==> src/pkg/cscl_pkg.sv <==
package cscl_pkg;

  // ==========================================================
  // Oscillator indices
  localparam int unsigned OSC_FAST_RC   = 0;
  localparam int unsigned OSC_FAST_XTAL = 1;
  localparam int unsigned OSC_SLOW_RC   = 2;
  localparam int unsigned OSC_SLOW_XTAL = 3;
  localparam int unsigned OSC_NUM       = 4;

  // ==========================================================
  // Field encodings
  localparam logic [2:0] SEL_DIV1   = 3'h0;
  localparam logic [2:0] SEL_DIV2   = 3'h1;
  localparam logic [2:0] SEL_DIV64  = 3'h6;
  localparam logic [2:0] SEL_SUB    = 3'h7;
  localparam logic       HSRC_RC    = 1'h0;
  localparam logic       HSRC_XTAL  = 1'h1;
  localparam logic       LSRC_RC    = 1'h0;
  localparam logic       LSRC_XTAL  = 1'h1;
  localparam logic [1:0] RCF_8MHZ   = 2'h0;
  localparam logic [1:0] RCF_12MHZ  = 2'h1;
  localparam logic [1:0] RCF_16MHZ  = 2'h2;
  localparam logic [1:0] RCF_8MHZ_B = 2'h3;
  localparam logic [4:0] MHZ_8      = 5'h08;
  localparam logic [4:0] MHZ_12     = 5'h0C;
  localparam logic [4:0] MHZ_16     = 5'h10;

  // ==========================================================
  // Reset values
  localparam logic [2:0] RST_SYSCLK_SELECT = 3'h0;
  localparam logic       RST_HIGH_SOURCE   = 1'h0;
  localparam logic       RST_LOW_SOURCE    = 1'h0;

  // ==========================================================
  // Start-up counts, in oscillator ticks
  localparam int unsigned FAST_STARTUP_TICKS = 16;
  localparam int unsigned SLOW_STARTUP_TICKS = 1024;
  localparam int unsigned STARTUP_CNT_W      = 16;
  localparam int unsigned DIV_CNT_W          = 6;

  // ==========================================================
  // Types
  typedef enum logic [1:0] {
    CSCL_RUN    = 2'b01,
    CSCL_SWITCH = 2'b10
  } cscl_state_t;

  typedef struct packed {
    logic [2:0] sysclk_select;
    logic       high_source_select;
    logic       low_source_select;
    logic [1:0] rc_freq_select;
    logic       fast_rc_enable;
    logic       fast_crystal_enable;
    logic       slow_crystal_enable;
    logic       high_idle_enable;
    logic       low_idle_enable;
    logic       slow_pins_osc;
  } cscl_ctrl_t;

endpackage : cscl_pkg

==> src/logic/cscl_sync_edge.sv <==
`timescale 1ns/100ps
module cscl_sync_edge #(
  parameter int unsigned N = 4
) (
  // Clock, reset and enable
  input  wire logic         core_clk_i,
  input  wire logic         rstn_i,
  input  wire logic         ce_i,
  // Raw levels and rising-edge pulses
  input  wire logic [N-1:0] raw_i,
  output logic      [N-1:0] rise_o
);

  logic [N-1:0] meta_ff;
  logic [N-1:0] sync_ff;
  logic [N-1:0] last_ff;

  if (N < 1) begin : g_chk
    $error("cscl_sync_edge: N must be at least 1");
  end

  // ==========================================================
  // Two-stage synchroniser, then edge detect on the second stage
  always_ff @(posedge core_clk_i or negedge rstn_i) begin
    if (!rstn_i) begin
      meta_ff <= '0;
      sync_ff <= '0;
      last_ff <= '0;
    end else if (ce_i) begin
      meta_ff <= raw_i;
      sync_ff <= meta_ff;
      last_ff <= sync_ff;
    end
  end

  assign rise_o = sync_ff & ~last_ff & {N{ce_i}};

endmodule : cscl_sync_edge

==> src/logic/cscl_system_clock_select.sv <==
`timescale 1ns/100ps
module cscl_system_clock_select #(
  parameter int unsigned FAST_STARTUP = cscl_pkg::FAST_STARTUP_TICKS,
  parameter int unsigned SLOW_STARTUP = cscl_pkg::SLOW_STARTUP_TICKS
) (
  // Clock, reset, enable
  input  wire logic                 core_clk_i,
  input  wire logic                 rstn_i,
  input  wire logic                 ce_i,
  // Control bits and CPU state
  input  wire cscl_pkg::cscl_ctrl_t ctrl_i,
  input  wire logic [1:0]           rc_freq_option_i,
  input  wire logic                 halt_i,
  // Oscillator raw outputs, asynchronous
  input  wire logic [3:0]           osc_raw_i,
  // Oscillator enables and status
  output logic      [3:0]           osc_en_o,
  output logic      [3:0]           osc_ready_o,
  output logic                      slow_pins_osc_o,
  output logic      [4:0]           rc_option_mhz_o,
  output logic      [4:0]           rc_trim_mhz_o,
  output logic                      rc_freq_mismatch_o,
  output logic                      switching_o,
  // Clock ticks
  output logic                      sys_tick_o,
  output logic                      sub_tick_o,
  output logic      [6:0]           high_div_tick_o
);

  localparam int unsigned CW = cscl_pkg::STARTUP_CNT_W;

  if (FAST_STARTUP < 1 || FAST_STARTUP >= (1 << CW) ||
      SLOW_STARTUP < 1 || SLOW_STARTUP >= (1 << CW)) begin : g_chk
    $error("cscl_system_clock_select: start-up count out of range");
  end

  function automatic logic [4:0] rc_mhz(input logic [1:0] code);
    logic [4:0] mhz;
    mhz = cscl_pkg::MHZ_8;
    if (code == cscl_pkg::RCF_12MHZ) mhz = cscl_pkg::MHZ_12;
    else if (code == cscl_pkg::RCF_16MHZ) mhz = cscl_pkg::MHZ_16;
    return mhz;
  endfunction : rc_mhz

  // ==========================================================
  // Committed selection and switch state
  cscl_pkg::cscl_state_t state_ff;
  cscl_pkg::cscl_state_t nxt_state;
  logic [2:0]            sel_ff;
  logic                  hsrc_ff;
  logic                  lsrc_ff;
  logic [cscl_pkg::DIV_CNT_W-1:0] div_cnt_ff;
  logic [CW-1:0]         cnt_ff [4];
  logic [3:0]            osc_tick;
  logic [3:0]            osc_ready;
  logic [3:0]            osc_en;
  logic [6:0]            div_tick;
  logic [4:0]            rc_option_mhz_ff;
  logic [4:0]            rc_trim_mhz_ff;

  cscl_sync_edge #(
    .N (4)
  ) u_sync (
    .core_clk_i (core_clk_i),
    .rstn_i     (rstn_i),
    .ce_i       (ce_i),
    .raw_i      (osc_raw_i),
    .rise_o     (osc_tick)
  );

  // ==========================================================
  // Request decode
  wire       req_high   = ctrl_i.sysclk_select != cscl_pkg::SEL_SUB;
  wire       cur_high   = sel_ff != cscl_pkg::SEL_SUB;
  wire [1:0] req_h_idx  = ctrl_i.high_source_select ? 2'(cscl_pkg::OSC_FAST_XTAL)
                                                    : 2'(cscl_pkg::OSC_FAST_RC);
  wire [1:0] req_l_idx  = ctrl_i.low_source_select ? 2'(cscl_pkg::OSC_SLOW_XTAL)
                                                   : 2'(cscl_pkg::OSC_SLOW_RC);
  wire [1:0] cur_h_idx  = hsrc_ff ? 2'(cscl_pkg::OSC_FAST_XTAL)
                                  : 2'(cscl_pkg::OSC_FAST_RC);
  wire [1:0] cur_l_idx  = lsrc_ff ? 2'(cscl_pkg::OSC_SLOW_XTAL)
                                  : 2'(cscl_pkg::OSC_SLOW_RC);
  wire       req_differs = (ctrl_i.sysclk_select != sel_ff) ||
                           (ctrl_i.high_source_select != hsrc_ff) ||
                           (ctrl_i.low_source_select != lsrc_ff);
  wire       switching  = state_ff == cscl_pkg::CSCL_SWITCH;

  // ==========================================================
  // Oscillator enables
  wire awake_h  = !halt_i || ctrl_i.high_idle_enable;
  wire awake_l  = !halt_i || ctrl_i.low_idle_enable;
  wire need_hxt = (cur_high && hsrc_ff == cscl_pkg::HSRC_XTAL) ||
                  (switching && req_high && ctrl_i.high_source_select);
  wire need_hrc = (cur_high && hsrc_ff == cscl_pkg::HSRC_RC) ||
                  (switching && req_high && !ctrl_i.high_source_select);

  assign osc_en[cscl_pkg::OSC_FAST_XTAL] = awake_h &&
                                           (need_hxt || ctrl_i.fast_crystal_enable);
  assign osc_en[cscl_pkg::OSC_FAST_RC]   = awake_h &&
                                           (need_hrc || ctrl_i.fast_rc_enable);
  assign osc_en[cscl_pkg::OSC_SLOW_RC]   = awake_l;
  assign osc_en[cscl_pkg::OSC_SLOW_XTAL] = awake_l && ctrl_i.slow_crystal_enable &&
                                           ctrl_i.slow_pins_osc;

  // ==========================================================
  // Start-up counters: a source is usable once it has ticked long enough
  for (genvar i = 0; i < 4; i++) begin : g_start
    localparam logic [CW-1:0] LIMIT = (i == cscl_pkg::OSC_SLOW_XTAL) ?
                                      CW'(SLOW_STARTUP) : CW'(FAST_STARTUP);
    always_ff @(posedge core_clk_i or negedge rstn_i) begin
      if (!rstn_i) begin
        cnt_ff[i] <= '0;
      end else if (ce_i) begin
        if (!osc_en[i]) cnt_ff[i] <= '0;
        else if (osc_tick[i] && cnt_ff[i] != LIMIT) cnt_ff[i] <= cnt_ff[i] + CW'(1);
      end
    end
    assign osc_ready[i] = osc_en[i] && (cnt_ff[i] == LIMIT);
  end

  // ==========================================================
  // High-speed and sub clock paths
  wire high_tick = osc_tick[cur_h_idx] && osc_ready[cur_h_idx];
  wire sub_tick  = osc_tick[cur_l_idx] && osc_ready[cur_l_idx];

  assign div_tick[0] = high_tick;
  for (genvar k = 1; k < 7; k++) begin : g_div
    assign div_tick[k] = high_tick && (&div_cnt_ff[k-1:0]);
  end

  wire sys_raw   = cur_high ? div_tick[sel_ff] : sub_tick;
  wire req_ready = (!req_high || osc_ready[req_h_idx]) &&
                   (osc_ready[req_l_idx] ||
                    (req_high && ctrl_i.low_source_select == lsrc_ff));
  wire commit    = switching && req_differs && req_ready && !sys_raw && !halt_i;

  always_comb begin
    nxt_state = state_ff;
    case (state_ff)
      cscl_pkg::CSCL_RUN: begin
        if (req_differs) nxt_state = cscl_pkg::CSCL_SWITCH;
      end
      cscl_pkg::CSCL_SWITCH: begin
        if (commit || !req_differs) nxt_state = cscl_pkg::CSCL_RUN;
      end
      default: nxt_state = cscl_pkg::CSCL_RUN;
    endcase
  end

  // ==========================================================
  // Registers
  always_ff @(posedge core_clk_i or negedge rstn_i) begin
    if (!rstn_i) begin
      state_ff   <= cscl_pkg::CSCL_RUN;
      sel_ff     <= cscl_pkg::RST_SYSCLK_SELECT;
      hsrc_ff    <= cscl_pkg::RST_HIGH_SOURCE;
      lsrc_ff    <= cscl_pkg::RST_LOW_SOURCE;
      div_cnt_ff <= '0;
    end else if (ce_i) begin
      state_ff <= nxt_state;
      if (commit) begin
        sel_ff  <= ctrl_i.sysclk_select;
        hsrc_ff <= ctrl_i.high_source_select;
        lsrc_ff <= ctrl_i.low_source_select;
      end
      if (high_tick) div_cnt_ff <= div_cnt_ff + cscl_pkg::DIV_CNT_W'(1);
    end
  end

  always_ff @(posedge core_clk_i or negedge rstn_i) begin
    if (!rstn_i) begin
      sys_tick_o       <= 1'b0;
      sub_tick_o       <= 1'b0;
      high_div_tick_o  <= '0;
      rc_option_mhz_ff <= cscl_pkg::MHZ_8;
      rc_trim_mhz_ff   <= cscl_pkg::MHZ_8;
    end else if (ce_i) begin
      sys_tick_o       <= sys_raw && !halt_i;
      sub_tick_o       <= sub_tick;
      high_div_tick_o  <= div_tick;
      rc_option_mhz_ff <= rc_mhz(rc_freq_option_i);
      rc_trim_mhz_ff   <= rc_mhz(ctrl_i.rc_freq_select);
    end
  end

  assign osc_en_o           = osc_en;
  assign osc_ready_o        = osc_ready;
  assign slow_pins_osc_o    = ctrl_i.slow_pins_osc;
  assign rc_option_mhz_o    = rc_option_mhz_ff;
  assign rc_trim_mhz_o      = rc_trim_mhz_ff;
  assign rc_freq_mismatch_o = rc_option_mhz_ff != rc_trim_mhz_ff;
  assign switching_o        = switching;
endmodule : cscl_system_clock_select

==> config.mk <==
export PLATFORM = sky130hd
export DESIGN_NAME = cscl_system_clock_select
export DESIGN_NICKNAME = d
export VERILOG_FILES = /design/src/pkg/cscl_pkg.sv /design/src/logic/cscl_sync_edge.sv /design/src/logic/cscl_system_clock_select.sv
export SDC_FILE = /design/constraint.sdc
export NUM_CORES = 1
export LEC_CHECK = 0
export ABC_AREA = 1
export BUFFER_PORTS_ARGS = -buffer_cell sky130_fd_sc_hd__buf_2
export CAP_MARGIN = 40
export CORE_MARGIN = 2
export CORE_UTILIZATION = 58
export CTS_BUF_LIST = sky130_fd_sc_hd__clkbuf_8
export DETAILED_ROUTE_END_ITERATION = 10
export PLACE_DENSITY_LB_ADDON = 0.15
export SLEW_MARGIN = 20
export SYNTH_ARGS = -nofsm -noshare
export SYNTH_HDL_FRONTEND = slang
export SYNTH_SLANG_ARGS = --single-unit
export TNS_END_PERCENT = 30
==> constraint.sdc <==
create_clock -name core_clk_i -period 5.25 [get_ports core_clk_i]
set_input_delay 0.2625 -clock core_clk_i [delete_from_list [all_inputs] [get_ports core_clk_i]]
set_output_delay 0.2625 -clock core_clk_i [all_outputs]
set_load 0.02 [all_outputs]
== Yosys cells after proc, flatten, opt, wreduce, memory -nomap -nowiden ==
Cells that the tools add are included.
W data, S select, Z words.

* Memories kept: 0
* Bits in read-only memories: 0
* Register bits: 108
* Memory bits (writable): 0
* Bits in latches: 0
* Word-level logic and storage cells: 152
* Input port bits: 23
* Output and inout bits: 30

* $lt $le $gt $ge: 5
* Multipliers: 0
* Divide/modulo/power cells: 0
* $add $sub $neg: 5
* Mux-type cells: 34
* Shift operators: 0
* Bitwise operators: 4
* Equal/unequal tests: 27
* Reduce and logical (&&, ||, !) cells: 60

{| class="wikitable"
|+ Operators by type and width
! operator !! number
|-
| $mux W16 || 8
|-
| $add A16 B1 Y16 const B || 4
|-
| $eq A16 B5 Y1 const B || 3
|-
| $ne A16 B5 Y1 const B || 3
|-
| $logic_and A1 B1 Y1 || 32
|-
| $mux W5 || 4
|-
| $eq A16 B11 Y1 const B || 1
|-
| $ne A16 B11 Y1 const B || 1
|-
| $reduce_and A2 Y1 || 7
|-
| $bmux W1 S2 || 6
|-
| $mux W1 || 12
|-
| $logic_or A1 B1 Y1 || 11
|-
| $ne A2 B1 Y1 const B || 5
|-
| $and A4 B4 Y4 || 2
|-
| $add A6 B1 Y6 const B || 1
|-
| $eq A2 B1 Y1 const B || 3
|-
| $eq A2 B2 Y1 const B || 3
|-
| $lt A1 B3 Y1 const B || 2
|-
| $lt A2 B3 Y1 const B || 2
|-
| $ne A3 B3 Y1 const B || 2
|-
| $reduce_and A3 Y1 || 2
|-
| $reduce_and A6 Y1 || 1
|-
| $logic_not A1 Y1 || 5
|-
| $ne A5 B5 Y1 || 1
|-
| 12 further kinds || 14
|}

== Longest topological paths before layout ==
* Depth after elaboration: 20
* Gate-level depth with buffers: 19
* Depth with buffers taken out: 18

== Hierarchy ==
A second synthesis with hierarchy kept.

* Cell total of the unflattened synthesis: 814
* Area total of the unflattened synthesis: 6318.6 um^2

{| class="wikitable"
|+ Modules (own cells, without submodules)
! module !! instances !! cells each !! seq. area each (um^2) !! area each (um^2)
|-
| cscl_system_clock_select || 1 || 759 || 2306.0 || 5829.3
|-
| cscl_sync_edge || 1 || 55 || 300.3 || 489.2
|}

== Worst setup path after synthesis ==
OpenSTA, ideal clock, no wires.

* Path type: register -> register
* From: register state_ff[0]
* To: register state_ff[1]
* Arrival: 2.170 ns
* Stages on the path, launching flop included: 15
* Buffers on the path: 0
* Period minus slack after synthesis: 2.287 ns
* Required time: 5.134 ns
* Setup slack: 2.963 ns
* Library setup time: 0.116 ns
* Cell sequence: dfstp_2 -> nor2_2 -> nand3_1 -> nand2_2 -> nand2_4 -> nor3_1 -> nand2_1 -> nand3_1 -> nand2_1 -> nor2_2 -> nand3_1 -> nand2_1 -> nand2_1 -> nand2_1 -> nand2_1

* Word-level cells in the longest chain between the ends: 20
* Elaborated cells on any way between the ends: 45
* Those cells by class: eq/ne (4); mux (12); reduce/logical (29)

{| class="wikitable"
|+ Ends and longest elaborated chain
! element !! line !! text
|-
| start: declaration || cscl_system_clock_select.sv:47 || <nowiki>cscl_pkg::cscl_state_t state_ff;</nowiki>
|-
| start signal: assignment || cscl_system_clock_select.sv:154 || <nowiki>state_ff <= cscl_pkg::CSCL_RUN;</nowiki>
|-
| start signal: assignment || cscl_system_clock_select.sv:160 || <nowiki>state_ff <= nxt_state;</nowiki>
|-
| $eq A2 B2 Y1 * || cscl_system_clock_select.sv:86 || <nowiki>wire switching = state_ff == cscl_pkg::CSCL_SWITCH;</nowiki>
|-
| net switching_o || cscl_system_clock_select.sv:23 || <nowiki>output logic switching_o,</nowiki>
|-
| $logic_and A1 B1 Y1 * (2 in a row) || cscl_system_clock_select.sv:95 || <nowiki>(switching && req_high && !ctrl_i.high_source_select);</nowiki>
|-
| $logic_or A1 B1 Y1 * || cscl_system_clock_select.sv:94 || <nowiki>wire need_hrc = (cur_high && hsrc_ff == cscl_pkg::HSRC_RC) ||</nowiki>
|-
| $logic_or A1 B1 Y1 * || cscl_system_clock_select.sv:100 || <nowiki>(need_hrc || ctrl_i.fast_rc_enable);</nowiki>
|-
| $logic_and A1 B1 Y1 * || cscl_system_clock_select.sv:99 || <nowiki>assign osc_en[cscl_pkg::OSC_FAST_RC] = awake_h &&</nowiki>
|-
| $logic_and A1 B1 Y1 * || cscl_system_clock_select.sv:118 || <nowiki>assign osc_ready[i] = osc_en[i] && (cnt_ff[i] == LIMIT);</nowiki>
|-
| net osc_ready_o[0] || cscl_system_clock_select.sv:18 || <nowiki>output logic [3:0] osc_ready_o,</nowiki>
|-
| [... 4 more ...] || - ||
|-
| $bmux W1 S3 || cscl_system_clock_select.sv:131 || <nowiki>wire sys_raw = cur_high ? div_tick[sel_ff] : sub_tick;</nowiki>
|-
| $mux W1 (not written as such) || cscl_system_clock_select.sv:131 ||
|-
| $mux W1 || cscl_system_clock_select.sv:131 ||
|-
| $logic_not A1 Y1 || cscl_system_clock_select.sv:135 || <nowiki>wire commit = switching && req_differs && req_ready && !sys_raw && !halt_i;</nowiki>
|-
| $logic_and A1 B1 Y1 * (2 in a row) || cscl_system_clock_select.sv:135 ||
|-
| $logic_or A1 B1 Y1 * || cscl_system_clock_select.sv:144 || <nowiki>if (commit || !req_differs) nxt_state = cscl_pkg::CSCL_RUN;</nowiki>
|-
| $ne A2 B1 Y1 (no line) * || - ||
|-
| $reduce_and A3 Y1 (no line) * || - ||
|}

The timed path passes the listed nets; every way through them passes the cells marked *. The select of a mux whose other input is x is not followed.
A chain may end at the register's enable or synchronous reset.

== Final worst setup path ==
* From: register state_ff[1]
* To: register cnt_ff[36] in the netlist's numbering

* Word-level cells in the longest chain between the ends: 8
* Elaborated cells on any way between the ends: 9
* Those cells by class: eq/ne (2); mux (1); reduce/logical (6)

{| class="wikitable"
|+ Ends and longest elaborated chain
! element !! line !! text
|-
| $eq A2 B2 Y1 * || cscl_system_clock_select.sv:86 ||
|-
| $logic_and A1 B1 Y1 * (2 in a row) || cscl_system_clock_select.sv:93 || <nowiki>(switching && req_high && ctrl_i.high_source_select);</nowiki>
|-
| $logic_or A1 B1 Y1 * || cscl_system_clock_select.sv:92 || <nowiki>wire need_hxt = (cur_high && hsrc_ff == cscl_pkg::HSRC_XTAL) ||</nowiki>
|-
| $logic_or A1 B1 Y1 * || cscl_system_clock_select.sv:98 || <nowiki>(need_hxt || ctrl_i.fast_crystal_enable);</nowiki>
|-
| $logic_and A1 B1 Y1 * || cscl_system_clock_select.sv:97 || <nowiki>assign osc_en[cscl_pkg::OSC_FAST_XTAL] = awake_h &&</nowiki>
|-
| $ne A2 B1 Y1 (no line) || - ||
|-
| $reduce_and A2 Y1 (no line) || - ||
|-
| end signal: indexed assignment || cscl_system_clock_select.sv:112 || <nowiki>cnt_ff[i] <= '0;</nowiki>
|-
| end signal: indexed assignment || cscl_system_clock_select.sv:114 || <nowiki>if (!osc_en[i]) cnt_ff[i] <= '0;</nowiki>
|-
| end: declaration || cscl_system_clock_select.sv:53 || <nowiki>logic [CW-1:0] cnt_ff [4];</nowiki>
|}

Every way passes the cells marked *; elsewhere a longest branch is shown, timed or not.

==> impl_metrics.json <==
{
  "route.detailed.drc": 0,
  "yosysSeqAreaShare": 0.4254,
  "setup_viol": 0,
  "critPathSlowestCell": "a21boi_2",
  "place_worst_setup_slack_ns": 2.345,
  "synthesis.area_sq_mm": 0.006126,
  "syn_inst": 776,
  "path_buf_inv": 2,
  "grt_first_pass_wirelength_um": 23920,
  "grt_use_total": 0.2611,
  "dr.pass1.iters": 5,
  "chipWidth_um": 106.8,
  "num_vias": 5382,
  "numPortBuffers": 48,
  "cts_tree": "built",
  "synth_compound_area_frac": 0.09355,
  "netlist.area_leader.share": 0.4126,
  "synth_top_family_by_area": "simple AND/OR/NAND/NOR gates",
  "start_kind": "flop",
  "synth_edf_count": 0,
  "drv_cap": 0,
  "synth-xor-area-share": 0.04575,
  "ys_types": 50,
  "clk_path_buf_depth": 2,
  "crit_top_cell": "inv_1",
  "cp_top_family": "simple AND/OR/NAND/NOR gates",
  "synthAdderAreaFrac": 0.02247,
  "relSlewSlack": 0.4524,
  "holdBufCountCts": 1,
  "grt_pass1_vias": 5122,
  "rsz0062_at_grt": "false",
  "area_growth_pct": 8.721,
  "gp_congestion": 0.9339,
  "worst_path_largest_cell_delay_ns": 0.54,
  "postSynth.asyncResetShare": 1.000,
  "yosys.area_share.simple": 0.3301,
  "ir_drop_uv": 244.9,
  "leakagePower_uw": 0.003148,
  "power_density_mw_per_mm2": 276.7,
  "die_area_sq_mm": 0.01140,
  "ios": 53,
  "fin_crit_ns": 2.847,
  "final_max_slew_viol_count": 0,
  "fin_crit_sh": 0.5423,
  "fmax_ghz": 0.3512,
  "ys_top_cells_by_area": "dfrtp_1 (41%), nand2_1 (11%), inv_1 (5.3%), nand3_1 (4.4%), nor2_1 (4.1%)",
  "synthFlopType": "dfrtp_1",
  "cts-root-buf": "clkbuf_8",
  "status": "complete, no violations",
  "clock_skew_ns": 0.01505,
  "fp-row-count": 37,
  "antenna_found_initial": 0,
  "via_per_inst": 5.618,
  "first_iter_violations": 342,
  "cp_max_fo": 19,
  "antennaDiodeCount": 0,
  "post-cts-setup-buffers": 0,
  "cts.clk_slew.worst_paths_ns": 0.11,
  "cts_buffers": 9,
  "drt_wl_total_um": 13920,
  "finalHoldViolCount": 0,
  "worstPathRequired_ns": 5.55,
  "critPathKind": "flop to flop",
  "syn-mean-instance-area_sq_um": 7.894,
  "finalWorstSetupSlack_ns": 2.403,
  "cp.arrival_ns": 3.15,
  "layout-drive-gt1-share": 0.1460,
  "clock-sinks": 104,
  "synth_mux_area_frac": 0,
  "grt_max_degree": 59,
  "tns_ns": 0,
  "start_util": 0.5961,
  "cts_resized": 0,
  "grt_overflow": 0,
  "worst_pin_slew_ns": 0.8205,
  "ant_nets": 0,
  "crit_chain": "inv_1 > nor2_2 > nand3_1 > a21boi_2 > o21ai_0 > nand2_1 > inv_1 > nand4_1 > o22ai_1 > a21oi_1",
  "fill_cells": 903,
  "layout.nets": 851,
  "synth-seq-cells": 104,
  "ctsHtreeMaxLevel": 3,
  "holdCritPathClass": "primary input to flop",
  "coreArea_sq_mm": 0.01028,
  "fp.dieH_um": 106.8,
  "final_util": 0.6480,
  "clock_latency_ns": 0.38,
  "synth_warnings": 0,
  "wl_per_cell_um": 14.53,
  "dp_hpwl_um": 10290,
  "worst_setup_path_end_kind": "flop",
  "yosys.area.top_type": "dfrtp_1"
}
[Yosys cell counts (11+ instances only)]
master / number
nor3_1: 20
xor2_1: 21
o31ai_1: 18
inv_1: 87
nor2_1: 67
nand4_1: 30
nor4_1: 28
nand3_1: 54
ha_1: 11
xnor2_1: 11
o21ai_0: 27
dfrtp_1: 101
a21oi_1: 22
inv_2: 12
nand2_1: 173
clkbuf_1: 11
[worst reg2reg max path, delay by kind of cell (launching register included)]
kind	cells	cell delay (ns)
simple gates	4	1.00
compound gates	4	0.97
buf+inv	2	0.42
flops	1	0.36
[final timing paths]
| check | start | endpoint | slack, ns | depth (start not counted) |
|---|---|---|---|---|
| setup / recovery | state_ff[1]$_DFFE_PN0P_ | cnt_ff[36]$_DFFE_PN0P_ | 2.40 | 10 |
| hold / removal | osc_raw_i[0] | u_sync.meta_ff[0]$_DFFE_PN0P_ | 0.09 | 3 |
| setup reg to reg | state_ff[1]$_DFFE_PN0P_ | cnt_ff[36]$_DFFE_PN0P_ | 2.40 | 10 |
| max in group asynchronous | rstn_i | cnt_ff[0]$_DFFE_PN0P_ | 3.65 | 3 |
| hold reg to reg | div_cnt_ff[5]$_DFFE_PN0P_ | div_cnt_ff[5]$_DFFE_PN0P_ | 0.48 | 1 |
| min in group asynchronous | rstn_i | cnt_ff[24]$_DFFE_PN0P_ | 0.42 | 2 |
[flip-flops by register name, summed over array words and instances, names as in the netlist]
register         count
cnt_ff              64
high_div_tick_o      7
div_cnt_ff           6
u_sync.last_ff       4
u_sync.meta_ff       4
u_sync.sync_ff       4
rc_option_mhz_o      3
rc_trim_mhz_o        3
sel_ff               3
state_ff             2
hsrc_ff              1
lsrc_ff              1
sub_tick_o           1
sys_tick_o           1
[routing by layer]
metal / track usage / up-vias / share of wire
li1: - / 2656 / -
met1: 0.3484 / 2571 / 0.45
met2: 0.4363 / 135 / 0.49
met3: 0.04620 / 20 / 0.047
met4: 0.07978 / 0 / 0.018
met5: 0 / - / 0
[final cells by class]
class	instances	area [sq um]	area share
multi-input combinational	551	3028	0.4546
sequential	104	2606	0.3913
inverter	101	382.9	0.05749
timing repair buffer	50	260.3	0.03908
tap	136	170.2	0.02555
clock buffer	10	137.6	0.02067
clock inverter	6	75.07	0.01127
[layout by cell type (no fill, tap or decap), types with 18 or more instances in the layout]
master and count:
a21oi_1 22, buf_2 47, dfrtp_1 101, inv_1 87, nand2_1 173, nand3_1 54
nand4_1 30, nor2_1 67, nor3_1 20, nor4_1 28, o21ai_0 27, o31ai_1 18
xor2_1 21
[report_power, final]
group / internal (uW) / switching [uW]
sequential: 866 / 54.4
clock: 240 / 297
combinational: 119 / 267
total: 1230 / 618
[cells by family after synthesis]
logic type                 after synthesis
xor gates and xnor gates                32
adders and majority gates               11
buffers and inverters                  124
and+or+nand+nor                        413
other                                    1
DFF                                    104
AOI/OAI and AO/OA                       91
[metrics by stage]
stage               instances  area, sq um  hold slack, ns  power [uW]
global placement          941         6437          0.3078        1299
detailed placement        941         6437          0.3174        1319
finish                    958         6660         0.08696        1843
floorplan                 779         6137        -0.03309        1202
global route              958         6660         0.08385        1957
CTS                       958         6660         0.08119        1860
Note: power is estimated with default switching activity, not from simulation.
